===== config.mk =====
export PLATFORM = sky130hd
export DESIGN_NAME = asfc_top
export DESIGN_NICKNAME = d
export VERILOG_FILES = /design/src/logic/asfc_pkg.sv /design/src/logic/asfc_top.sv
export SDC_FILE = /design/constraint.sdc
export NUM_CORES = 1
export LEC_CHECK = 0
export CORE_UTILIZATION = 40
export DETAILED_ROUTE_END_ITERATION = 10
export DONT_BUFFER_PORTS = 1
export GPL_ROUTABILITY_DRIVEN = 0
export MAX_ROUTING_LAYER = met4
export SLEW_MARGIN = 20
export SYNTH_ARGS = -nofsm -noshare
export SYNTH_HDL_FRONTEND = slang
export SYNTH_SLANG_ARGS = --single-unit
export TNS_END_PERCENT = 100

===== constraint.sdc =====
create_clock -name sys_clk -period 4.45 [get_ports sys_clk]
set_input_delay 0 -clock sys_clk [delete_from_list [all_inputs] [get_ports sys_clk]]
set_output_delay 0 -clock sys_clk [all_outputs]
set_load 0.01 [all_outputs]

===== src/logic/asfc_pkg.sv =====
// Purpose: shared constants and types of the conversion flow control block
// Assumes: Avalon-MM slave with 32-bit data, word addressing in bytes
// Notes: offsets are byte addresses of aligned words, except the enable register at byte 6
package asfc_pkg;

  // ****************************************
  // register map
  // ****************************************
  localparam int ASFC_AW = 8;                        // byte address width
  localparam logic [7:0] ASFC_OFF_CTL0 = 8'h00;      // converter_control_zero
  localparam logic [7:0] ASFC_OFF_EIE = 8'h06;       // error_irq_enable byte offset
  localparam logic [7:0] ASFC_OFF_FLOW = 8'h08;      // flow_control_reg
  localparam logic [7:0] ASFC_OFF_STAT = 8'h0C;      // status flags
  localparam logic [7:0] ASFC_OFF_CMD = 8'h40;       // command list base
  localparam int ASFC_IDX_TO_BYTE = 4;               // index to byte scale

  // ****************************************
  // field positions and reset values
  // ****************************************
  localparam int ASFC_ACC_LSB = 10;                  // access_path_select [11:10]
  localparam int ASFC_STR_BIT = 9;                   // abort_result_store
  localparam int ASFC_MOD_BIT = 8;                   // flow_mode_select
  localparam logic [7:0] ASFC_EIE_MASK = 8'hEE;      // bits 4 and 0 reserved
  localparam logic [15:0] ASFC_CTL0_RST = 16'h0000;
  localparam logic [7:0] ASFC_EIE_RST = 8'h00;
  localparam int ASFC_LIST_MAX = 64;                 // commands per list
  localparam int ASFC_CONV_CYC = 4;                  // cycles per conversion

  // flow control word bits
  localparam int ASFC_FL_SEQUENCE_ABORT_FLAG = 3;
  localparam int ASFC_FL_TRIG = 2;
  localparam int ASFC_FL_RSTA = 1;
  localparam int ASFC_FL_LDOK = 0;

  // ****************************************
  // types
  // ****************************************
  typedef enum logic [1:0] {
    ASFC_CMD_NORMAL = 2'h0,
    ASFC_CMD_EOS    = 2'h1,
    ASFC_CMD_EOL    = 2'h2,
    ASFC_CMD_RSV    = 2'h3
  } asfc_cmd_type_t;

  typedef enum logic [1:0] {
    ASFC_ACC_NONE = 2'h0,
    ASFC_ACC_INT  = 2'h1,
    ASFC_ACC_BUS  = 2'h2,
    ASFC_ACC_DUAL = 2'h3
  } asfc_acc_t;

  typedef enum {ASFC_IDLE, ASFC_CONV, ASFC_WAIT} asfc_state_t;

  // internal interface event group
  typedef struct packed {
    logic trigger;
    logic restart;
    logic abort;
    logic load_ok;
  } asfc_evt_t;

  // conversion result handed on to the result store
  typedef struct packed {
    logic valid;
    logic [5:0] index;
    logic [15:0] data;
  } asfc_res_t;

endpackage


===== src/logic/asfc_top.sv =====
// Purpose: conversion flow control of the converter: access path, sequence run,
//   abort and restart handling, error interrupt enables
// Assumes: one clock, synchronous reset, events are one-cycle pulses
// Notes: the converter core itself is modelled by a fixed conversion time
//
// Notes on behaviour
// - access path field selects flow register writers
// - reset leaves no access path enabled
// - store bit low drops aborted conversion
// - early lone restart flags error, sets abort
// - store bit high keeps aborted conversion result
// - store bit high never sets restart error
// - flow mode bit: restart or trigger mode
// - error enable register at offset six, always
// - enable bits 7,6,5 for access, command, list
// - enable bits 3,2,1 for trigger, restart, load
// - list holds at most sixty-four commands
// - trigger runs sequence until end marker
module asfc_top #(
  parameter int LIST_LEN = asfc_pkg::ASFC_LIST_MAX,
  parameter int CONV_CYC = asfc_pkg::ASFC_CONV_CYC
) (
  input wire logic sys_clk,
  input wire logic srst,
  input wire logic [asfc_pkg::ASFC_AW-1:0] avs_address,
  input wire logic avs_read,
  input wire logic avs_write,
  input wire logic [31:0] avs_writedata,
  input wire logic [3:0] avs_byteenable,
  output logic [31:0] avs_readdata,
  output logic avs_waitrequest,
  input wire asfc_pkg::asfc_evt_t int_evt,
  input wire logic [15:0] conv_data,
  output asfc_pkg::asfc_res_t conv_result,
  output logic [5:0] conv_channel,
  output logic conv_busy,
  output logic [7:0] irq_enable
);
  import asfc_pkg::*;

  // ****************************************
  // state
  // ****************************************
  typedef struct packed {
    logic ack;                       // bus answer pending
    logic [31:0] rdata;              // read data register
    logic [15:0] ctl0;               // converter_control_zero
    logic [7:0] eie;                 // error_irq_enable
    logic sequence_abort_flag;                      // sequence_abort_flag
    logic trig;                      // trigger flag of flow register
    logic rsta;                      // restart flag of flow register
    logic ldok;                      // load ok flag of flow register
    logic restart_error_flag;        // sticky restart error
    logic eol_error;                 // end of list reached by run past end
    asfc_state_t fsm;
    logic [5:0] ptr;                 // current command index
    logic [7:0] cnt;                 // conversion timer
    asfc_res_t res;
  } asfc_st_t;

  asfc_st_t st;
  asfc_st_t next_st;
  logic [1:0] cmd_type [LIST_LEN]; // command list type fields
  logic [5:0] cmd_chan [LIST_LEN]; // command list channel fields

  // ****************************************
  // helpers
  // ****************************************
  // decode shared by bus write and read
  function automatic logic hit(input logic [ASFC_AW-1:0] a, input logic [7:0] off);
    return a == off;
  endfunction

  // command list window decode, used by write and read paths
  // no output argument: the call sits in a continuous assignment
  function automatic logic cmd_hit(input logic [ASFC_AW-1:0] a);
    logic [ASFC_AW-1:0] rel;
    rel = a - ASFC_OFF_CMD;
    return (a >= ASFC_OFF_CMD) && (int'(rel[7:2]) < LIST_LEN);
  endfunction

  // word index of a command list address
  // limitation: an 8-bit byte address reaches only 48 list words above
  //   the list base, entries beyond stay at their reset end of list
  function automatic logic [5:0] cmd_index(input logic [ASFC_AW-1:0] a);
    logic [ASFC_AW-1:0] rel;
    rel = a - ASFC_OFF_CMD;
    return rel[7:2];
  endfunction

  logic [5:0] wr_idx;
  logic [5:0] rd_idx;
  logic wr_cmd;
  logic rd_cmd;
  logic bus_wr;
  logic bus_rd;
  asfc_acc_t acc;
  logic bus_flow_ok;
  logic int_flow_ok;
  logic last_cmd;
  logic conv_done;
  logic [7:0] conv_cyc_m1;

  assign conv_cyc_m1 = 8'(CONV_CYC - 1);
  // writes land on the answer edge, when waitrequest is low, so that
  //   a master which drops its request early leaves no trace
  assign bus_wr = avs_write && st.ack;
  // reads fetch on the first edge so the data stand at the answer edge
  assign bus_rd = avs_read && !st.ack;
  assign wr_cmd = cmd_hit(avs_address);
  assign rd_cmd = cmd_hit(avs_address);
  assign wr_idx = cmd_index(avs_address);
  assign rd_idx = cmd_index(avs_address);
  assign acc = asfc_acc_t'(st.ctl0[ASFC_ACC_LSB +: 2]);
  // access path gating of the flow register
  assign bus_flow_ok = (acc == ASFC_ACC_BUS) || (acc == ASFC_ACC_DUAL);
  assign int_flow_ok = (acc == ASFC_ACC_INT) || (acc == ASFC_ACC_DUAL);
  // end of sequence or list ends the run
  assign last_cmd = (cmd_type[st.ptr] == ASFC_CMD_EOS)
                 || (cmd_type[st.ptr] == ASFC_CMD_EOL);
  assign conv_done = (st.fsm == ASFC_CONV) && (st.cnt == conv_cyc_m1);

  // ****************************************
  // command list storage
  // ****************************************
  // software fills the list; bound to LIST_LEN words
  // entries come up as end of list, so a run with no setup stops after its first conversion
  generate
    for (genvar i = 0; i < LIST_LEN; i++) begin : g_cmd
      always_ff @(posedge sys_clk) begin
        if (srst) begin
          cmd_type[i] <= ASFC_CMD_EOL;
          cmd_chan[i] <= 6'h00;
        end else if (bus_wr && wr_cmd && (int'(wr_idx) == i) && avs_byteenable[0]) begin
          cmd_type[i] <= avs_writedata[7:6];
          cmd_chan[i] <= avs_writedata[5:0];
        end
      end
    end
  endgenerate

  // ****************************************
  // next state
  // ****************************************
  always_comb begin
    logic ev_trig;
    logic ev_rsta;
    logic ev_abort;
    logic ev_ldok;
    logic store;
    logic [15:0] wmask;
    ev_trig = 1'b0;
    ev_rsta = 1'b0;
    ev_abort = 1'b0;
    ev_ldok = 1'b0;
    store = st.ctl0[ASFC_STR_BIT];
    wmask = 16'h0000;
    next_st = st;
    next_st.ack = avs_read || avs_write ? !st.ack : 1'b0;
    next_st.res.valid = 1'b0;

    // bus writes to configuration registers
    if (bus_wr) begin
      wmask = {{8{avs_byteenable[1]}}, {8{avs_byteenable[0]}}};
      if (hit(avs_address, ASFC_OFF_CTL0)) begin
        next_st.ctl0 = (st.ctl0 & ~wmask) | (avs_writedata[15:0] & wmask);
      end
      // writable at any time, reserved bits dropped
      if (hit(avs_address, ASFC_OFF_EIE) && avs_byteenable[0]) begin
        next_st.eie = avs_writedata[7:0] & ASFC_EIE_MASK;
      end
      if (hit(avs_address, ASFC_OFF_FLOW) && bus_flow_ok && avs_byteenable[0]) begin
        ev_trig = avs_writedata[ASFC_FL_TRIG];
        ev_rsta = avs_writedata[ASFC_FL_RSTA];
        ev_abort = avs_writedata[ASFC_FL_SEQUENCE_ABORT_FLAG];
        ev_ldok = avs_writedata[ASFC_FL_LDOK];
      end
      // status is write one to clear
      if (hit(avs_address, ASFC_OFF_STAT) && avs_byteenable[0]) begin
        if (avs_writedata[0]) next_st.restart_error_flag = 1'b0;
        if (avs_writedata[1]) next_st.eol_error = 1'b0;
      end
    end
    // internal interface events, gated by path
    if (int_flow_ok) begin
      ev_trig = ev_trig | int_evt.trigger;
      ev_rsta = ev_rsta | int_evt.restart;
      ev_abort = ev_abort | int_evt.abort;
      ev_ldok = ev_ldok | int_evt.load_ok;
    end
    if (ev_ldok) next_st.ldok = 1'b1;

    // sequence engine
    unique case (st.fsm)
      ASFC_IDLE, ASFC_WAIT: begin
        if (ev_rsta) begin
          // restart: rewind list, restart mode starts at once
          next_st.ptr = 6'h00;
          next_st.rsta = 1'b0;
          next_st.sequence_abort_flag = 1'b0;
          next_st.ldok = 1'b0;
          if (!st.ctl0[ASFC_MOD_BIT]) begin
            next_st.fsm = ASFC_CONV;
            next_st.cnt = 8'h00;
          end else begin
            next_st.fsm = ASFC_WAIT;
          end
        end else if (ev_trig && st.fsm == ASFC_WAIT) begin
          next_st.fsm = ASFC_CONV;
          next_st.cnt = 8'h00;
          next_st.trig = 1'b0;
        end else if (ev_trig) begin
          next_st.trig = 1'b1; // trigger while idle is held
        end
      end
      ASFC_CONV: begin
        next_st.cnt = st.cnt + 8'h01;
        if (ev_abort || ev_rsta) begin
          // conversion cut short
          if (store) begin
            next_st.res = '{valid: 1'b1, index: st.ptr, data: conv_data};
          end // else data dropped and flag kept low
          if (ev_rsta && !ev_abort && !st.sequence_abort_flag && !store) begin
            next_st.restart_error_flag = 1'b1;
            next_st.sequence_abort_flag = 1'b1;
          end // store high leaves error flag alone
          if (ev_abort) next_st.sequence_abort_flag = 1'b1;
          next_st.ptr = 6'h00;
          next_st.cnt = 8'h00;
          next_st.fsm = (ev_rsta && !st.ctl0[ASFC_MOD_BIT]) ? ASFC_CONV : ASFC_WAIT;
        end else if (conv_done) begin
          next_st.res = '{valid: 1'b1, index: st.ptr, data: conv_data};
          next_st.cnt = 8'h00;
          if (cmd_type[st.ptr] == ASFC_CMD_EOL) begin
            // end of list: restart mode waits for restart, trigger mode wraps
            next_st.ptr = 6'h00;
            next_st.fsm = st.ctl0[ASFC_MOD_BIT] ? ASFC_WAIT : ASFC_IDLE;
          end else if (last_cmd) begin
            next_st.ptr = st.ptr + 6'h01;
            next_st.fsm = ASFC_WAIT;
          end else if (int'(st.ptr) == LIST_LEN - 1) begin
            // ran off the list without a marker
            next_st.eol_error = 1'b1;
            next_st.ptr = 6'h00;
            next_st.fsm = ASFC_IDLE;
          end else begin
            next_st.ptr = st.ptr + 6'h01;
          end
        end
      end
    endcase

    // bus read data
    next_st.rdata = 32'h0000_0000;
    if (bus_rd) begin
      if (hit(avs_address, ASFC_OFF_CTL0)) next_st.rdata[15:0] = st.ctl0;
      else if (hit(avs_address, ASFC_OFF_EIE)) next_st.rdata[7:0] = st.eie;
      else if (hit(avs_address, ASFC_OFF_FLOW)) begin
        next_st.rdata[ASFC_FL_SEQUENCE_ABORT_FLAG] = st.sequence_abort_flag;
        next_st.rdata[ASFC_FL_TRIG] = st.trig;
        next_st.rdata[ASFC_FL_RSTA] = st.rsta;
        next_st.rdata[ASFC_FL_LDOK] = st.ldok;
      end else if (hit(avs_address, ASFC_OFF_STAT)) begin
        next_st.rdata[1:0] = {st.eol_error, st.restart_error_flag};
        next_st.rdata[4:2] = {st.fsm == ASFC_CONV, st.fsm == ASFC_WAIT, st.sequence_abort_flag};
        next_st.rdata[13:8] = st.ptr;
      end else if (rd_cmd) begin
        next_st.rdata[7:0] = {cmd_type[rd_idx], cmd_chan[rd_idx]};
      end
    end
  end

  // ****************************************
  // state register
  // ****************************************
  always_ff @(posedge sys_clk) begin
    if (srst) begin
      st <= '0;
      st.ctl0 <= ASFC_CTL0_RST;
      st.eie <= ASFC_EIE_RST;
      st.fsm <= ASFC_IDLE;
    end else begin
      st <= next_st;
    end
  end

  // ****************************************
  // outputs
  // ****************************************
  // one wait cycle per access, answer on the second edge
  assign avs_waitrequest = (avs_read || avs_write) && !st.ack;
  assign avs_readdata = st.rdata;
  assign conv_result = st.res;
  // channel of the command under the pointer, straight from the list flops
  assign conv_channel = cmd_chan[st.ptr];
  // busy follows the registered state, so it never glitches
  assign conv_busy = (st.fsm == ASFC_CONV);
  assign irq_enable = st.eie;
endmodule


# Yosys cells after proc, flatten, opt, wreduce, memory -nomap -nowiden
# Memory sizes are Yosys's and may differ from the RTL's. A register that Yosys moved wholly into a read port is not among the register bits.
# Cells that the tools add are included.
word_totals:
  regBits: 129
  mem_bits_rw: 512
  out_inout_bits: 71
  wordCells: 803
  n_memories: 2
mem_list:
  columns: ["name", "words", "word_bits", "read_ports", "rd_clocked_by_memory_dff", "write_ports", "line_no", "rtl"]
  rows:
  - ["cmd_chan", 64, 6, 2, 1, 64, "asfc_top.sv:64", "logic [5:0] cmd_chan [LIST_LEN];"]
  - ["cmd_type", 64, 2, 2, 1, 64, "asfc_top.sv:63", "logic [1:0] cmd_type [LIST_LEN];"]
op_classes:
  addsub: 3
  order_cmp: 1
  n_eq_ne: 85
  n_mux: 384
  bitwise_logic: 141
  reduce_logical: 170
ops:
  columns: ["operator", "n"]
  rows:
  - ["6-bit 2-to-1 mux", 72]
  - ["1-bit 2-to-1 mux", 222]
  - ["6-bit equality test (second input constant)", 32]
  - ["1-bit logical AND", 142]
  - ["2-bit 2-to-1 mux", 70]
  - ["1-bit bitwise OR", 132]
  - ["6-bit by 5-bit equality test with 1-bit output (second input constant)", 16]
  - ["46-bit one-hot mux with 2 select lines", 1]
  - ["38-bit 2-to-1 mux", 2]
  - ["70-bit 2-to-1 mux", 1]
  - ["69-bit 2-to-1 mux", 1]
  - ["32-bit by 2-bit equality test with 1-bit output (second input constant)", 2]
  - ["32-bit 2-to-1 mux", 2]
  - ["6-bit by 4-bit equality test with 1-bit output (second input constant)", 8]
  - ["8-bit 2-to-1 mux", 5]
  - ["33-bit 2-to-1 mux", 1]
  - ["16-bit AND", 2]
  - ["32-bit by 1-bit equality test with 1-bit output (second input constant)", 1]
  - ["32-bit by 3-bit equality test with 1-bit output (second input constant)", 1]
  - ["32-bit zero test", 1]
  - ["6-bit by 3-bit equality test with 1-bit output (second input constant)", 4]
  - ["23-bit 2-to-1 mux", 1]
  - ["8-bit by 4-bit equality test with 1-bit output (second input constant)", 2]
  - ["16-bit inverter", 1]
  - ["30 further kinds", 62]

# Depth between registers and ports, before layout
logic_depth:
  ltp_word: 16
  mapped_depth: 12
  mapped_depth_nobuf: 10

# Least setup slack after synthesis
# Ideal clock, no wire load.
synth_path:
  path_kind: "register to register"
  from: "register with a tool-made name"
  to: "register with a tool-made name"
  setup_ps: 97
  arrival_time_ps: 3370
  required_time_ps: 4353
  path_slack_ps: 983
  stages_incl_launch_ff: 12
  path_cell_list: "dfxtp_1 > buf_2 > buf_1 > mux4_2 > mux4_2 > a221oi_1 > ha_1 > inv_1 > nor2_1 > nor4b_1 > a21oi_1 > a211oi_1"

==> results.md <==
- Once placement finished, the instance area stood at 32,900 um^2.
- The first global-routing pass estimated 155,000 um of wire.
- The CTS H-tree depth is 3.
- For this design the total switching power over the nets is 0.00305 W.
- The most common cell after layout, fill and taps aside is edfxtp_1.
- The number of antenna violations at the first check in global routing is 5.
- The count of final hold-check violations was 0.
- The clock arrives with 20.1 ps of skew.
- Measured along the y axis, the die boundary spans 286 um.
- The synthesis-to-layout area growth is 11.7%.
- The ratio of total power to cell area is around 360 nW/um^2.
- Per report_power, the sequential group accounts for 48.5% of the total.
- The final antenna-violating net count is 0.
- The worst hold path belongs to the class in2reg.
- The slowest stage of the critical path is the dfxtp_4 cell.
- The quantity of I/O buffers inserted on ports is 0.
- In this run the horizontal extent of the chip is 286 um.
- The number of cell instances on the worst register-to-register path is 11.
- The number of buffers on the longest clock path is 3.
- For this run, the post-layout net count is 2,466.
- The share of synthesized area occupied by flip-flops and latches is 53.1%.
- Summed over all layers, the global routing overflow is 0.
- In this run, the number of DRC markers left after iteration 0 of detailed routing was 2,996.
- Of all nets on the critical path, the largest fanout is 17.
- The count of state elements after synthesis is 601.
- The ratio of cells with drive above 1 in the final layout is a little under 20%.
- The half-perimeter wire length after placement is roughly 68,000 um.
- During synthesis, Yosys emitted a total of 0 warnings.
- The post-detailed-route via-to-cell ratio is ~6.4.
- The combinational power share is about 7.0%.
- In the synthesized netlist the async set-or-reset flop fraction comes to 0%.
- The cell count after synthesis came out at ~2,500.
- The worst register-to-register path has a setup slack of ~240 ps.
- The mean instance size in the synthesized netlist is approximately 13 um^2.
- The clock tree from TritonCTS is built.
- In the final routed layout, each cell accounts on average for about 31 um.
- The most numerous cell type found on the critical path is mux4_2.
- The analysis attributes to cell leakage a power of between 10 and 15 nW.
- The clock network burns 44.5% of the power.
- The number of distinct library cells after synthesis is 69.
- The finished cells cover 36,100 um^2.
- The number of endpoints failing setup at the final stage is 0.
- The number of clock sinks seen by CTS is between 600 and 700.
- The iteration count of the initial detailed-routing pass is 8.
- In the layout the commonest cells are edfxtp_1, mux4_2, and2_1, nor3_1, nor2_1.
- The hold-critical path depth is 1.
- Among all flip-flop cells after synthesis, the most frequent one is edfxtp_1.
- The initialized floorplan defines 103 standard-cell rows.
- The quantity of gates resized following cts is 0.
- Across the run, the number of max-cap violations was 0.
- The worst supply voltage drop on vdd is 0.000254 V.
- The floorplan step defined a die boundary enclosing 81,900 um^2.
- For this run, the slowest stage of the critical path takes 620 ps.
- The post-synthesis cell area is 32,300 um^2.
- The total routing usage reported by global routing is ~27%.
- Once the clock tree was built, the setup fixing pass inserted 0 buffers.
- The arrival time of the worst setup path is ~4700 ps.
- The flow ran to the end, and the final reports show no timing, DRC or antenna violations.
- The critical path in this run is classified as reg2reg.
- The share of the cycle needed by the critical path after routing is 94.6%.
- The number of pins exceeding their max-slew limit in the final report is 0.
- The cell at the root of the clock tree is clkbuf_16.
- For the pin with the worst max-slew slack, the measured transition is 1160 ps.
- The internal portion of the total power is ~0.01 W.
- Measured against its own limit, the worst slew margin works out to 22.3%.
- The clock-pin slew on the worst setup and hold paths is about 70 ps.
- The number of global-route vias before repair is ~22,000.
- For this design the top-level I/O count stands at 139.
- Entering global routing, the biggest net connects about 180 pins.
- At the worst endpoint, the required time is 4940 ps.
- The element type at the critical path end is a flip-flop.
- The switching part of the total power is a little under a quarter.
- Subtracting the final worst setup slack from the clock period gives ~4200 ps.
- The final route contains ~23,000 vias.
- The region available for standard cell placement spans a little under 80,000 um^2.
- For this configuration, the core starts out at a cell density of ~40%.
- The highest clock frequency the design can meet is 238 MHz.
- Setup repair after global routing left no endpoint under its margin.
- Clock tree synthesis inserted a total of 69 buffers.
- The synthesized design contains 512 enable-type register cells.
- The critical path launch point type is a flip-flop.
- For this block, the routed nets add up to 107,000 um of wire.
- The DRC violations left is 0.
- Traced cell by cell, the critical path runs through buf_4 > mux4_2 > mux4_2 > a22o_1 > a221oi_1 > ha_1 > inv_1 > nor2_1 > nor4b_1 > a21oi_1 > a211oi_1.
- The clock insertion delay at the later pin of the skew report is 620 ps.
- Setup total negative slack on the finished layout was measured at 0 ps.
metal layers:
metal / global-route usage [%] / wire (um) / part of all wire, % / up-vias
met4: 9.56 / 4120 / 3.8 / 0
met3: 7.33 / 13100 / 12 / 257
met1: 34.7 / 40700 / 38 / 11500
met5: - / 0 / 0 / -
met2: 40.6 / 49400 / 46 / 1498
li1: - / - / - / 9261
kinds of logic (layout without fill, tap and decap cells):
| family | count (synthesis) | count (layout) | share of synthesized area [%] |
|---|---|---|---|
| simple gates | 887 | 887 | 14.7 |
| flops | 601 | 601 | 53.1 |
| mux | 378 | 378 | 21.4 |
| buf+inv | 333 | 301 | 4.80 |
| compound gates | 242 | 242 | 5.44 |
| fa+ha+maj | 8 | 8 | 0.310 |
| xor+xnor | 7 | 7 | 0.190 |
| other cells | 1 | 25 | 0.0116 |
cell usage after synthesis, drive strengths merged, types with 3 or more instances:
cell     instances  area [um^2]
nand3b           7         52.6
or2              7         43.8
nor2b           15         93.8
clkbuf         190          713
a22oi           59          443
mux2i          126         1260
o2111ai          3         26.3
xnor2            6         52.6
inv             10         37.5
dfxtp           89         1780
or3             65          407
nand2           85          319
nand3           41          205
nor4b            4         56.3
nor3           208         1040
and2           219         1370
buf            133          801
nand2b           5         31.3
nor3b            5         47.5
a211oi           9         72.6
o21bai          64          480
a221oi           6         52.6
a32oi            6         52.6
mux4           251         5650
nor2           147          559
nor4             5         31.3
and3            55          344
o21ai           31          155
o22ai           10         62.6
edfxtp         512        15400
o41ai            3         52.6
o221ai           3         26.3
ha               8          100
a31oi            4         25.0
a21oi           24          124
a22o             7         61.3
nand4           13         81.3
worst paths after layout:
kind | from | end
setup reg to reg | flip-flop | flip-flop
setup / recovery | flip-flop | flip-flop
hold / removal | srst | cmd_chan[59][1]$_SDFFCE_PN0P_
hold reg to reg | st[98]$_SDFFE_PP0P_ | avs_readdata[15]$_SDFF_PP0_
metrics by stage:
step | std cells | worst slack, ps | power (W) | util (%) | hold WS (ps)
5_1_grt | 3494 | 174 | 0.0133 | 45.4 | 10.6
6_report | 3499 | 242 | 0.0130 | 45.5 | 44.5
4_1_cts | 3492 | 334 | 0.0130 | 45.4 | 1.71
3_5_place_dp | 3289 | 398 | 0.00718 | 41.5 | 90.1
3_3_place_gp | 3289 | 354 | 0.00717 | 41.5 | 86.2
2_1_floorplan | 2474 | 983 | 0.00699 | - | 147
sequential cells by signal, indices dropped and copies added, names as in the netlist, named ones only:
signal and flops:
avs_readdata 16, st 36, irq_enable 6, acc 2, cmd_chan 384, cmd_type 128, conv_result 23
power by group through the flow:
stage | clock (W) | sequential, W | combinational [W]
final | 0.00579 | 0.00632 | 0.000908
after floorplan | 0 | 0.00640 | 0.000597
after CTS | 0.00583 | 0.00632 | 0.000881
after global routing | 0.00604 | 0.00634 | 0.000928
after global placement | 0 | 0.00643 | 0.000739
after detailed placement | 0 | 0.00644 | 0.000744
worst max-delay path, delay by kind of cell, from the launching register on:
family,cells,cell delay [ps]
AOI/OAI and AO/OA,4,1300
muxes,2,990
DFF,1,620
and+or+nand+nor,2,440
adders and majority gates,1,360
buffers and inverters,2,350
repair_timing:
action / in CTS / in global routing
hold buffers: 80 / 0
hold endpoints to repair: 447 / 0
endpoints found under the setup margin: 0 / 0
final cells by class:
class	instances	area, um^2
Inverter	10	37.5
Clock inverter	38	412
Antenna cell	7	17.5
Fill cell	7022	43300
Multi-Input combinational cell	1540	13700
Sequential cell	601	17200
Clock buffer	85	1840
Timing Repair Buffer	168	1630
Tap cell	1050	1310
No activity file was read; power rests on OpenSTA's default activity.
